--- src/pkg/nic_irq_defs.svh ---
`ifndef NIC_IRQ_DEFS_SVH
`define NIC_IRQ_DEFS_SVH
// ----------------------------------------
// Register byte offsets
// ----------------------------------------
`define HOST_COMMAND_OFFSET 8'h00
`define INT_CAUSE_OFFSET 8'h04
`define CHANNEL_PARAMETER_AND_FAULT_STATUS_OFFSET 8'h08
`define LINK_STATUS_REGISTER_OFFSET 8'h0C
`define LINK_STATUS_MASK_OFFSET 8'h10
`define INDIRECT_ADDRESS_REGISTER_OFFSET 8'h14
`define INDIRECT_DATA_OFFSET 8'h18
`define TX_THRESHOLD_OFFSET 8'h1C
`define ADAPTER_CONFIG_OFFSET 8'h20
// ----------------------------------------
// Command and cause field positions
// ----------------------------------------
`define TYPE_LSB 2
`define TYPE_MSB 4
`define VEC_LSB 5
`define VEC_MSB 12
`define ACK_BIT 13
`define GO_TX_BIT 14
`define GO_RX_BIT 15
`define STOP_TX_BIT 16
`define STOP_RX_BIT 17
`define REQ_INT_BIT 18
`define THRESHOLD_LOAD_BIT 19
`define SOFT_RESET_BIT 20
`define ACK_COUNT_LSB 24
`define ACK_COUNT_MSB 31
`define ACK_MAX_PER_WRITE 7
// ----------------------------------------
// Link status flags, indirect address, config
// ----------------------------------------
`define PHY_IRQ_FLAG_BIT 0
`define HEARTBEAT_ERROR_FLAG_BIT 1
`define TX_HALTED_FLAG_BIT 2
`define RX_HALTED_FLAG_BIT 3
`define ADDR_INC_BIT 31
`define ADDR_STEP 16'h0004
`define PARITY_CHECK_ENABLE_BIT 8
`define PACE_LSB 0
`define PACE_MSB 7
`define PACE_RESET 8'h04
// ----------------------------------------
// Fault word layout and failure codes
// ----------------------------------------
`define FAULT_CHAN_LSB 21
`define FAULT_CHAN_MSB 28
`define FAULT_LIST_BIT 20
`define FAULT_RX_BIT 19
`define FAULT_READ_BIT 18
`define DATA_PARITY_FAULT 8'h01
`define ADDRESS_PARITY_FAULT 8'h02
`define MASTER_ABORT_FAULT 8'h03
`define TARGET_ABORT_FAULT 8'h04
`define LIST_FAULT 8'h05
`define OVER_ACKNOWLEDGE_FAULT 8'h06
`define COUNTER_OVERFLOW_FAULT 8'h07
`define MASTER_ABORT_CLOCKS 3'h6
`endif

--- src/pkg/nic_irq_pkg.sv ---
`default_nettype none
package nic_irq_pkg;
  typedef enum logic [2:0] {
    TYPE_NONE = 3'h0,
    TYPE_TX_EOF = 3'h1,
    TYPE_STATS = 3'h2,
    TYPE_RX_EOF = 3'h3,
    TYPE_DUMMY = 3'h4,
    TYPE_TX_EOC = 3'h5,
    TYPE_STATUS = 3'h6,
    TYPE_RX_EOC = 3'h7
  } int_type_e;

  typedef struct packed {
    logic [9:0] tx_eof_cnt;
    logic [9:0] rx_eof_cnt;
    logic tx_eoc;
    logic rx_eoc;
    logic stat_pend;
    logic dummy_pend;
    logic [3:0] link_status_register;
    logic [3:0] link_status_mask;
    logic [7:0] thresh;
    logic tx_run;
    logic rx_run;
    logic chk_active;
    logic [31:0] fault;
    logic [31:0] list_addr;
    logic [15:0] indirect_address_register;
    logic addr_inc;
    logic parity_check_enable;
    logic [7:0] pace_load;
    logic [7:0] pace_cnt;
    logic irq_en;
    logic rr_rx;
    logic [2:0] ma_cnt;
    logic master_abort;
    logic [31:0] prdata;
    logic pslverr;
  } state_s;
endpackage : nic_irq_pkg
`default_nettype wire

--- src/hw/nic_irq_ctrl.sv ---
`include "nic_irq_defs.svh"
`default_nettype none
module nic_irq_ctrl
  import nic_irq_pkg::*;
#(
  parameter int ACK_MAX = `ACK_MAX_PER_WRITE
)(
  input wire logic clk,
  input wire logic rst_n,
  input wire logic psel,
  input wire logic penable,
  input wire logic pwrite,
  input wire logic [7:0] paddr,
  input wire logic [31:0] pwdata,
  output logic [31:0] prdata,
  output logic pready,
  output logic pslverr,
  input wire logic tx_eof_evt,
  input wire logic tx_eoc_evt,
  input wire logic rx_eof_evt,
  input wire logic rx_eoc_evt,
  input wire logic stat_half_evt,
  input wire logic phy_irq_evt,
  input wire logic heartbeat_evt,
  input wire logic data_parity_evt,
  input wire logic address_parity_evt,
  input wire logic target_abort_evt,
  input wire logic list_fault_evt,
  input wire logic master_start,
  input wire logic target_claim_signal,
  input wire logic [7:0] active_channel,
  input wire logic op_list,
  input wire logic op_rx,
  input wire logic op_read,
  input wire logic [31:0] stat_rdata,
  output logic stat_read,
  output logic [15:0] indirect_addr,
  output logic [31:0] list_addr,
  output logic irq,
  output logic tx_run,
  output logic rx_run,
  output logic off_network,
  output logic master_abort
);
  initial
  begin
    if (ACK_MAX < 1 || ACK_MAX > 255)
      $error("ACK_MAX out of range");
  end

  localparam state_s STATE_RST = '{pace_load: `PACE_RESET, irq_en: 1'b1, default: '0};

  state_s s;
  state_s next_s;

  // ----------------------------------------
  // Bus decode
  // ----------------------------------------
  logic setup;
  logic wr;
  logic rd;
  logic mapped;
  logic cmd_wr;
  logic soft_rst_wr;
  logic [2:0] wtype;
  logic [7:0] wcount;
  assign setup = psel && !penable;
  assign wr = psel && penable && pwrite;
  assign rd = psel && penable && !pwrite;
  assign mapped = (paddr <= `ADAPTER_CONFIG_OFFSET) && (paddr[1:0] == 2'h0);
  assign cmd_wr = wr && paddr == `HOST_COMMAND_OFFSET;
  assign soft_rst_wr = cmd_wr && pwdata[`SOFT_RESET_BIT];
  assign wtype = pwdata[`TYPE_MSB:`TYPE_LSB];
  assign wcount = pwdata[`ACK_COUNT_MSB:`ACK_COUNT_LSB];

  // ----------------------------------------
  // Cause priority
  // ----------------------------------------
  logic status_pend;
  logic tx_eof_pend;
  logic rx_pend;
  logic tx_pend;
  logic src_active;
  int_type_e cause_type;
  logic [7:0] cause_vec;
  logic [31:0] cause_word;
  assign status_pend = |(s.link_status_register & ~s.link_status_mask);
  assign tx_eof_pend = s.thresh != 8'h00 && s.tx_eof_cnt >= {2'h0, s.thresh};
  assign rx_pend = s.rx_eof_cnt != 10'h000 || s.rx_eoc;
  assign tx_pend = tx_eof_pend || s.tx_eoc;
  assign src_active = s.chk_active || status_pend || s.stat_pend || s.dummy_pend || rx_pend || tx_pend;

  always_comb
  begin
    cause_vec = 8'h00;
    if (s.chk_active)
    begin
      cause_type = TYPE_STATUS;
      cause_vec = s.fault[7:0];
    end
    else if (status_pend)
      cause_type = TYPE_STATUS;
    else if (s.stat_pend)
      cause_type = TYPE_STATS;
    else if (s.dummy_pend)
      cause_type = TYPE_DUMMY;
    else if (rx_pend && (!tx_pend || s.rr_rx))
      cause_type = s.rx_eof_cnt != 10'h000 ? TYPE_RX_EOF : TYPE_RX_EOC;
    else if (tx_pend)
      cause_type = tx_eof_pend ? TYPE_TX_EOF : TYPE_TX_EOC;
    else
      cause_type = TYPE_NONE;
  end

  assign cause_word = {19'h0, cause_vec, cause_type, 2'b00};

  // ----------------------------------------
  // Next state
  // ----------------------------------------
  always_comb
  begin
    logic [9:0] tx_cnt;
    logic [9:0] rx_cnt;
    logic ack_err;
    logic ovf_err;
    logic ovf_rx;
    logic ovf_eoc;
    logic [7:0] code;
    logic [31:0] fword;
    tx_cnt = s.tx_eof_cnt;
    rx_cnt = s.rx_eof_cnt;
    ack_err = 1'b0;
    ovf_err = 1'b0;
    ovf_rx = 1'b0;
    ovf_eoc = 1'b0;
    code = 8'h00;
    fword = 32'h0000_0000;
    next_s = s;
    next_s.master_abort = 1'b0;
    next_s.pslverr = 1'b0;

    // Read data staged in setup so the access phase answers from a flop
    if (setup)
    begin
      next_s.pslverr = !mapped;
      unique case (paddr)
        `HOST_COMMAND_OFFSET: next_s.prdata = 32'h0000_0000;
        `INT_CAUSE_OFFSET: next_s.prdata = cause_word;
        `CHANNEL_PARAMETER_AND_FAULT_STATUS_OFFSET: next_s.prdata = s.chk_active ? s.fault : s.list_addr;
        `LINK_STATUS_REGISTER_OFFSET: next_s.prdata = {28'h0, s.link_status_register};
        `LINK_STATUS_MASK_OFFSET: next_s.prdata = {28'h0, s.link_status_mask};
        `INDIRECT_ADDRESS_REGISTER_OFFSET: next_s.prdata = {s.addr_inc, 15'h0, s.indirect_address_register};
        `INDIRECT_DATA_OFFSET: next_s.prdata = stat_rdata;
        `TX_THRESHOLD_OFFSET: next_s.prdata = {24'h0, s.thresh};
        `ADAPTER_CONFIG_OFFSET: next_s.prdata = {23'h0, s.parity_check_enable, s.pace_load};
        default: next_s.prdata = 32'h0000_0000;
      endcase
    end

    // Pacing timer
    if (s.pace_cnt != 8'h00)
      next_s.pace_cnt = s.pace_cnt - 8'h01;

    // Master abort watchdog runs even during a check, but entering a check zeroes ma_cnt and drops a bus cycle in flight
    if (s.ma_cnt != 3'h0)
    begin
      if (target_claim_signal)
        next_s.ma_cnt = 3'h0;
      else
      begin
        next_s.ma_cnt = s.ma_cnt - 3'h1;
        next_s.master_abort = s.ma_cnt == 3'h1;
      end
    end
    else if (master_start)
      next_s.ma_cnt = `MASTER_ABORT_CLOCKS;

    if (rd && paddr == `INDIRECT_DATA_OFFSET && s.addr_inc)
      next_s.indirect_address_register = s.indirect_address_register + `ADDR_STEP;

    if (!s.chk_active)
    begin
      // Register writes
      if (wr)
      begin
        unique case (paddr)
          `INT_CAUSE_OFFSET: next_s.irq_en = 1'b0;
          `CHANNEL_PARAMETER_AND_FAULT_STATUS_OFFSET: next_s.list_addr = pwdata;
          `LINK_STATUS_REGISTER_OFFSET: next_s.link_status_register = s.link_status_register & ~pwdata[3:0];
          `LINK_STATUS_MASK_OFFSET: next_s.link_status_mask = pwdata[3:0];
          `INDIRECT_ADDRESS_REGISTER_OFFSET:
          begin
            next_s.indirect_address_register = pwdata[15:0];
            next_s.addr_inc = pwdata[`ADDR_INC_BIT];
          end
          `ADAPTER_CONFIG_OFFSET:
          begin
            next_s.parity_check_enable = pwdata[`PARITY_CHECK_ENABLE_BIT];
            next_s.pace_load = pwdata[`PACE_MSB:`PACE_LSB];
          end
          default: next_s.irq_en = s.irq_en;
        endcase
      end

      // Acknowledge first, so an ack and a restart may share one write
      if (cmd_wr && pwdata[`ACK_BIT])
      begin
        next_s.pace_cnt = s.pace_load;
        next_s.irq_en = 1'b1;
        if (wcount > 8'(ACK_MAX))
          ack_err = 1'b1;
        unique case (wtype)
          TYPE_TX_EOF:
          begin
            if ({2'h0, wcount} > tx_cnt)
              ack_err = 1'b1;
            else
              tx_cnt = tx_cnt - {2'h0, wcount};
            next_s.rr_rx = 1'b1;
          end
          TYPE_RX_EOF:
          begin
            if ({2'h0, wcount} > rx_cnt)
              ack_err = 1'b1;
            else
              rx_cnt = rx_cnt - {2'h0, wcount};
            next_s.rr_rx = 1'b0;
          end
          TYPE_TX_EOC:
          begin
            ack_err = ack_err || !s.tx_eoc;
            next_s.tx_eoc = 1'b0;
            next_s.rr_rx = 1'b1;
          end
          TYPE_RX_EOC:
          begin
            ack_err = ack_err || !s.rx_eoc;
            next_s.rx_eoc = 1'b0;
            next_s.rr_rx = 1'b0;
          end
          TYPE_STATS: next_s.stat_pend = 1'b0;
          TYPE_DUMMY: next_s.dummy_pend = 1'b0;
          default: next_s.rr_rx = s.rr_rx;
        endcase
      end

      if (cmd_wr)
      begin
        if (pwdata[`GO_TX_BIT])
        begin
          if (next_s.tx_eoc)
            ovf_err = 1'b1;
          else
            next_s.tx_run = 1'b1;
        end
        if (pwdata[`GO_RX_BIT])
        begin
          if (next_s.rx_eoc)
          begin
            ovf_err = 1'b1;
            ovf_rx = 1'b1;
          end
          else
            next_s.rx_run = 1'b1;
        end
        ovf_eoc = ovf_err;
        if (pwdata[`STOP_TX_BIT])
        begin
          next_s.tx_run = 1'b0;
          next_s.link_status_register[`TX_HALTED_FLAG_BIT] = 1'b1;
        end
        if (pwdata[`STOP_RX_BIT])
        begin
          next_s.rx_run = 1'b0;
          next_s.link_status_register[`RX_HALTED_FLAG_BIT] = 1'b1;
        end
        if (pwdata[`REQ_INT_BIT])
          next_s.dummy_pend = 1'b1;
        if (pwdata[`THRESHOLD_LOAD_BIT])
        begin
          next_s.thresh = wcount;
          if (wcount == 8'h00)
            next_s.tx_eoc = 1'b1;
        end
      end

      // Events, applied after clears so a coincident event is kept
      if (tx_eof_evt && s.thresh != 8'h00)
      begin
        if (tx_cnt == 10'h3FF)
          ovf_err = 1'b1;
        else
          tx_cnt = tx_cnt + 10'h001;
      end
      if (rx_eof_evt)
      begin
        if (rx_cnt == 10'h3FF)
        begin
          ovf_err = 1'b1;
          ovf_rx = 1'b1;
        end
        else
          rx_cnt = rx_cnt + 10'h001;
      end
      next_s.tx_eof_cnt = tx_cnt;
      next_s.rx_eof_cnt = rx_cnt;
      if (tx_eoc_evt)
      begin
        next_s.tx_eoc = 1'b1;
        next_s.tx_run = 1'b0;
      end
      if (rx_eoc_evt)
      begin
        next_s.rx_eoc = 1'b1;
        next_s.rx_run = 1'b0;
      end
      if (stat_half_evt)
        next_s.stat_pend = 1'b1;
      if (phy_irq_evt)
        next_s.link_status_register[`PHY_IRQ_FLAG_BIT] = 1'b1;
      if (heartbeat_evt)
        next_s.link_status_register[`HEARTBEAT_ERROR_FLAG_BIT] = 1'b1;

      // Fault capture, lowest code wins
      if (data_parity_evt && s.parity_check_enable)
        code = `DATA_PARITY_FAULT;
      else if (address_parity_evt && s.parity_check_enable)
        code = `ADDRESS_PARITY_FAULT;
      else if (s.master_abort)
        code = `MASTER_ABORT_FAULT;
      else if (target_abort_evt)
        code = `TARGET_ABORT_FAULT;
      else if (list_fault_evt)
        code = `LIST_FAULT;
      else if (ack_err)
        code = `OVER_ACKNOWLEDGE_FAULT;
      else if (ovf_err)
        code = `COUNTER_OVERFLOW_FAULT;
      fword[7:0] = code;
      if (code == `DATA_PARITY_FAULT || code == `MASTER_ABORT_FAULT || code == `TARGET_ABORT_FAULT)
      begin
        fword[`FAULT_CHAN_MSB:`FAULT_CHAN_LSB] = active_channel;
        fword[`FAULT_LIST_BIT] = op_list;
        fword[`FAULT_RX_BIT] = op_rx;
        fword[`FAULT_READ_BIT] = op_read;
      end
      else if (code == `LIST_FAULT)
      begin
        fword[`FAULT_CHAN_MSB:`FAULT_CHAN_LSB] = active_channel;
        fword[`FAULT_RX_BIT] = op_rx;
      end
      else if (code == `OVER_ACKNOWLEDGE_FAULT)
      begin
        fword[`FAULT_LIST_BIT] = wtype == TYPE_TX_EOC || wtype == TYPE_RX_EOC;
        fword[`FAULT_RX_BIT] = wtype == TYPE_RX_EOF || wtype == TYPE_RX_EOC;
      end
      else if (code == `COUNTER_OVERFLOW_FAULT)
      begin
        fword[`FAULT_LIST_BIT] = ovf_eoc;
        fword[`FAULT_RX_BIT] = ovf_rx;
      end

      // Entering a check wipes every other source and leaves the wire
      if (code != 8'h00)
      begin
        next_s = STATE_RST;
        next_s.chk_active = 1'b1;
        next_s.fault = fword;
        next_s.prdata = s.prdata;
        next_s.list_addr = s.list_addr;
        next_s.pace_cnt = 8'h00;
        next_s.pace_load = s.pace_load;
        next_s.parity_check_enable = s.parity_check_enable;
        next_s.ma_cnt = next_s.ma_cnt;
      end
    end

    // Only the reset bit leaves a check; an ack does not
    if (soft_rst_wr)
      next_s = STATE_RST;
  end

  always_ff @(posedge clk or negedge rst_n)
  begin
    if (!rst_n)
      s <= STATE_RST;
    else
      s <= next_s;
  end

  // ----------------------------------------
  // Outputs
  // ----------------------------------------
  assign pready = 1'b1;
  assign prdata = s.prdata;
  assign pslverr = s.pslverr && psel && penable;
  assign stat_read = rd && paddr == `INDIRECT_DATA_OFFSET;
  assign indirect_addr = s.indirect_address_register;
  assign list_addr = s.list_addr;
  assign irq = s.irq_en && s.pace_cnt == 8'h00 && src_active;
  assign tx_run = s.tx_run;
  assign rx_run = s.rx_run;
  assign off_network = s.chk_active;
  assign master_abort = s.master_abort;
endmodule : nic_irq_ctrl
`default_nettype wire

--- config.mk ---
export PLATFORM = sky130hd
export DESIGN_NAME = nic_irq_ctrl
export DESIGN_NICKNAME = d
export VERILOG_FILES = /design/src/pkg/nic_irq_pkg.sv /design/src/hw/nic_irq_ctrl.sv
export VERILOG_INCLUDE_DIRS = /design/src /design/src/pkg
export SDC_FILE = /design/constraint.sdc
export NUM_CORES = 1
export LEC_CHECK = 0
export ABC_AREA = 1
export ABC_CLOCK_PERIOD_IN_PS = 3800
export BUFFER_PORTS_ARGS = -buffer_cell sky130_fd_sc_hd__buf_2
export CORE_MARGIN = 10
export CORE_UTILIZATION = 52
export DETAILED_ROUTE_END_ITERATION = 8
export PLACE_DENSITY = 0.81
export RECOVER_POWER = 25
export SLEW_MARGIN = 20
export SYNTH_ARGS = -nofsm -noshare
export SYNTH_HDL_FRONTEND = slang
export SYNTH_SLANG_ARGS = --single-unit
--- constraint.sdc ---
create_clock -name clk -period 3.8 [get_ports clk]
set_clock_uncertainty 0.1 [all_clocks]
set_input_delay 0.76 -clock clk [delete_from_list [all_inputs] [get_ports clk]]
set_output_delay 0.76 -clock clk [all_outputs]
set_load 0.05 [all_outputs]
# Yosys cells after proc, flatten, opt, wreduce, memory -nomap -nowiden
# Cells that the tools add are included.
# word_totals
latchBits,0
romBits,0
memories,0
ram_bits,0
out_inout_bits,88
word_cells,269
input_bits,101
register_bits,180
# op_classes
addsub,7
eq_ne,28
reduce_logical,87
order_cmp,5
n_shift,0
n_bitwise,4
n_mux,111
mul,0
n_div,0
# op_table
op,count
2-to-1 mux 180 bit,3
case mux 32 bit (8 select lines),1
2-to-1 mux 10 bit,15
2-to-1 mux 32 bit,2
2-to-1 mux 58 bit,1
2-to-1 mux 3 bit,19
2-to-1 mux 1 bit,52
2-to-1 mux 8 bit,6
nonzero test 4 bit,11
"equality test 8 x 3 -> 1 bit, second input constant",5
2-to-1 mux 33 bit,1
"equality test 8 x 5 -> 1 bit, second input constant",4
logical NOT 8 bit,3
AND reduction 3 bit,8
nonzero test 8 bit,3
nonzero test 3 bit,7
"adder 10 x 1 -> 10 bit, second input constant",2
"equality test 10 bit, second input constant",2
> comparator 8 x 10 -> 1 bit,2
subtractor 10 x 8 -> 10 bit,2
logical AND 1 bit,19
2-to-1 mux 17 bit,1
"adder 16 x 3 -> 16 bit, second input constant",1
"equality test 8 x 4 -> 1 bit, second input constant",2
33 further kinds,70

# Longest topological paths before layout
# depth
word_depth,32
mapped_depth,30
mapped_depth_nobuf,30

# Least setup slack after synthesis
# OpenSTA, ideal clock, no wires.
# synth_path
path_type,input -> register
start,in paddr[6]
end,reg s (netlist bit indirect_addr[12])
arrival_ps,4014
n_path_buf,0
required_ps,3568
cell_stages,17
setup_time_ps,132
slack_ps,-446
path_cell_list,nor2_2 nand2_1 inv_1 nand2_1 inv_1 nand2_1 nor3_1 nand2_1 inv_1 nand3_1 nor4_1 nand4_1 nor2_1 xor2_1 a21oi_1 a31oi_1 nor2_1
# synth_lines
element,line_no,source
from (decl),nic_irq_ctrl.sv:13,"input wire logic [7:0] paddr,"
to (signal assigned),nic_irq_ctrl.sv:388,s <= next_s;
to (decl),nic_irq_ctrl.sv:53,state_s s;

# Worst setup path in the final report
# layout_path
start,in pwdata[24]
end,reg s[149] (netlist bit)
# layout_via
elab_chain_cells,23
elab_cells_between_ends,45
classes_between,2 x add/sub; 3 x order compare; 2 x eq/ne; 32 x mux; 6 x reduce/logical
# layout_lines
element,line_no,source
from (decl),nic_irq_ctrl.sv:14,"input wire logic [31:0] pwdata,"
subtractor 10 x 8 -> 10 bit or > comparator 8 x 10 -> 1 bit (tied branches),"nic_irq_ctrl.sv:218, nic_irq_ctrl.sv:215",
2-to-1 mux 10 bit,nic_irq_ctrl.sv:215,"if ({2'h0, wcount} > tx_cnt)"
2-to-1 mux 10 bit,nic_irq_ctrl.sv:212,unique case (wtype)
2-to-1 mux 10 bit,nic_irq_ctrl.sv:206,if (cmd_wr && pwdata[`ACK_BIT])
2-to-1 mux 10 bit,nic_irq_ctrl.sv:181,if (!s.chk_active)
equality test 10 bit,nic_irq_ctrl.sv:290,if (tx_cnt == 10'h3FF)
2-to-1 mux 1 bit,nic_irq_ctrl.sv:290,
2-to-1 mux 1 bit,nic_irq_ctrl.sv:288,if (tx_eof_evt && s.thresh != 8'h00)
[7 not listed],n/a,
2-to-1 mux 3 bit *,nic_irq_ctrl.sv:329,else if (s.master_abort)
2-to-1 mux 3 bit *,nic_irq_ctrl.sv:327,else if (address_parity_evt && s.parity_check_enable)
2-to-1 mux 3 bit *,nic_irq_ctrl.sv:325,if (data_parity_evt && s.parity_check_enable)
2-to-1 mux 8 bit *,nic_irq_ctrl.sv:181,
nonzero test 8 bit *,nic_irq_ctrl.sv:364,if (code != 8'h00)
2-to-1 mux 180 bit,nic_irq_ctrl.sv:364,
2-to-1 mux 180 bit,nic_irq_ctrl.sv:181,
2-to-1 mux 180 bit,nic_irq_ctrl.sv:379,if (soft_rst_wr)
# Mark *: on every way between the ends. The rest lies on a longest branch, timed or not. The select of a mux whose other input is x is not followed.
# A chain may end at the register's enable or synchronous reset.

==> impl_summary.md <==
Routing
The detailed-route vias per instance is 5.83. The routed layout has 12100 vias. The first TritonRoute pass finished after 6 iterations. The detail route stage leaves a number of antenna-violating nets equal to 0. The wire length after detailed routing is 40.3 mm. After detailed routing, the number of remaining DRC violations is 0.

Dividing the detail-routed wire length by the instance count gives 19.5 um. In this run, the number of DRC markers left after iteration 0 of detailed routing was 1550.

Cells and area
The finished cells cover 13600 um^2. In the layout the commonest cells are nand2_1, buf_2, inv_1. The library cell used most frequently in the layout, excluding fill and tap cells, is nand2_1. The share of layout cells above drive strength 1 is 0.242. The post-layout instance count excluding filler cells is 2067. The layout overhead on the synthesized area is 21.1%. The number of nets in the layout is 1907. For this run, the share of the core covered by cells in the final layout is 0.645.

Worst setup path
The delay of the slowest cell on the worst path is 0.39 ns. The type of destination of the critical path is a flop. The cell family contributing the most delay on the critical path is simple AND/OR/NAND/NOR gates. The critical path is of the primary input to flop type.

The required time of the critical path is 4.05 ns. Traced cell by cell, the critical path runs through buf_2 -> ha_4 -> fa_2 -> inv_2 -> nand3_2 -> nand2_2 -> nand2_1 -> nand3_2 -> nand2_2 -> buf_4 -> o21a_4 -> nand2_2 -> nor2_4 -> nand3_2 -> nand3_2 -> nor2_4 -> nand3_4 -> nor2_4 -> inv_2 -> nor2_4 -> buf_12 -> nand2_1 -> o21ai_1. The slack of the worst reg-to-reg path is 0.22 ns. In this run the worst setup path begins at pwdata[24]. Data on the critical path arrives at its endpoint at 3.85 ns. The reg-to-reg critical path startpoint is s[170]. STA classifies the critical path startpoint as a primary input.

The highest fanout seen on the critical path is 7. The number of buffer and inverter instances along the worst setup path is 5. The slowest stage of the critical path belongs to the cell fa_2.

Power
The power per standard cell area is 337 nW/um^2. Summed over all cells, the static leakage comes to 6.79 nW. IR analysis of the VDD net gives a maximum drop of 254 uV.

CTS
The clock passes through at most 2 buffers. The CTS clock-pin slew for the worst setup and hold paths is 0.07 ns. The number of H-tree levels is 4.

For this design, the sink count on the clock tree is 162. In this run, CTS created clock tree buffers numbering 17. After clock tree synthesis, the flow added hold-fix buffers numbering 0. The CTS tree is done.

The clock latency on the worst-skew pair is 0.44 ns. The cell at the root of the clock tree is clkbuf_16.

Min path
The startpoint identified for the worst hold timing path is s[129]. The worst hold-check path type is flop to flop.

Placement
The HPWL after detailed placement is 31.0 mm. Routability-driven placement finished with a final weighted congestion of 0.990. The cell area after placement is 12900 um^2. In this run, placement finished with an instance count of 2022. During placement, the flow inserted port buffers numbering 187.

Yosys
After synthesis the cells add up to 11300 um^2. The mean post-synth cell area is 7.25 um^2. The number of flip-flops and latches in the synthesized netlist is 162. The count of flip-flops with a built-in enable after synthesis is 0. The share of synthesized flip-flops with an asynchronous set or reset is 1.00. The instance count of the mapped netlist is 1553. The number of nets handed over by synthesis was 1687. The dominant synthesized flop cell is dfrtp_1. Counting distinct cell types in the post-synthesis netlist gives 55.

The post-synthesis sequential area ratio is 0.360. During synthesis, Yosys emitted a total of 0 warnings.

STA
The clock period could shrink to 3.60 ns. The relative max-transition margin is -0.349. Static timing analysis puts the maximum clock frequency at 0.278 GHz. The pin slew with the least headroom to its limit is 2.02 ns. Setup repair after global routing could not meet its margin everywhere. The count of endpoints failing hold in the final timing report came to 0. Setup violations remaining at the end of the flow were counted as 0. The number of max-slew violations in the final report is 34. Of the available clock period, the critical path in the final layout requires 0.946. Hold timing on the final database bottoms out at a slack of 0.385 ns.

Run
The max capacitance violation total is 1.

Die
The die covers 27900 um^2. For this configuration, the core starts out at a cell density of 0.532. The placeable core region is 21200 um^2. The initialized floorplan defines 53 standard-cell rows. The die height is 167 um.

The number of ports placed on the die boundary is 189. The die is 167 um wide.

Global route
Entering global routing, the biggest net connects 68 pins. The via count of the first global-routing pass is 11500. The total track usage is 0.276. The first global-routing pass estimated 62.6 mm of wire. After global routing the overflow that remains totals 0. The number of antenna violations at the first check in global routing is 5.

Outcome
The checks that failed: max-capacitance violations, max-slew violations. The flow ran to the end, but the final reports show violations.
==> synth_stat cells, types with 12 or more instances <==
library cell / number / area, um^2
o21ai_0: 128 / 641
o22ai_1: 28 / 175
nor3_1: 25 / 125
inv_1: 189 / 709
xor2_1: 16 / 140
ha_1: 31 / 388
nand2_1: 378 / 1420
o21ai_1: 44 / 220
dfrtp_1: 160 / 4000
buf_2: 14 / 70.1
a221oi_1: 21 / 184
a21oi_1: 45 / 225
clkbuf_1: 27 / 101
nand3_1: 85 / 425
nor4_1: 12 / 75.1
buf_4: 82 / 616
nand4_1: 26 / 163
nor2_1: 112 / 420
o31ai_1: 18 / 135
==> final timing paths <==
| check | end | cells after the start |
|---|---|---|
| max in group asynchronous | s[155] | 2 |
| min reg2reg | s[129] | 2 |
| max | s[149] | 23 |
| min | s[129] | 2 |
| max reg2reg | s[149] | 23 |
| min in group asynchronous | s[34] | 1 |
==> registers in the layout, summed over array words and instances, names as in the netlist <==
signal         flops
indirect_addr     16
tx_run             1
prdata            32
s                 78
rx_run             1
list_addr         32
off_network        1
master_abort       1
==> repair_timing <==
| item | CTS | global route |
|---|---|---|
| endpoints found under the setup margin | 0 | 71 |
| resized for setup | 0 | 20 |
| setup buffers | 0 | 6 |
==> where the power goes <==
group,switching [mW],internal [mW]
Clock,0.831,0.955
Combinational,0.594,0.307
Sequential,0.0752,1.83
==> logic make-up after synthesis <==
kind of cell	Yosys count	share of synthesized area
other	1	0.000333
flip-flops	162	0.360
buffers and inverters	326	0.141
AO/OA/AOI/OAI	324	0.172
XOR/XNOR	25	0.0195
adder cells (fa/ha/maj)	33	0.0380
multiplexers	6	0.00711
AND/OR/NAND/NOR	676	0.262
==> cell type report <==
class                      count  area, um^2
clock inverter                14         159
multi-input combinational   1065        5740
tap                          275         344
sequential                   162        4060
inverter                     198         748
timing repair buffer         329        2130
clock buffer                  18         439
antenna                        6        15.0
fill                        1823        7520
==> layer usage <==
metal	GRT usage	routed length, um
met4	0.128	1710
met1	0.346	15800
met5	0	0
met3	0.0613	3930
met2	0.444	18900
==> worst min-delay path, cell delays in order (launching register included) <==
cell,delay [ns]
dfrtp_1,0.34
nand2_1,0.05
nand2_1,0.06
==> per-stage QoR <==
| stage | total power [mW] | setup WS [ns] | setup TNS (ns) |
|---|---|---|---|
| after floorplan | 2.54 | 0.000615 | 0 |
| final | 4.59 | 0.204 | 0 |
| after detailed placement | 2.81 | -0.300 | -15.18 |
| after global placement | 2.79 | -0.197 | -8.77 |
| after CTS | 4.57 | 0.152 | 0 |
| after global routing | 4.77 | -0.0396 | -0.0738 |
No activity file was read; power rests on OpenSTA's default activity.
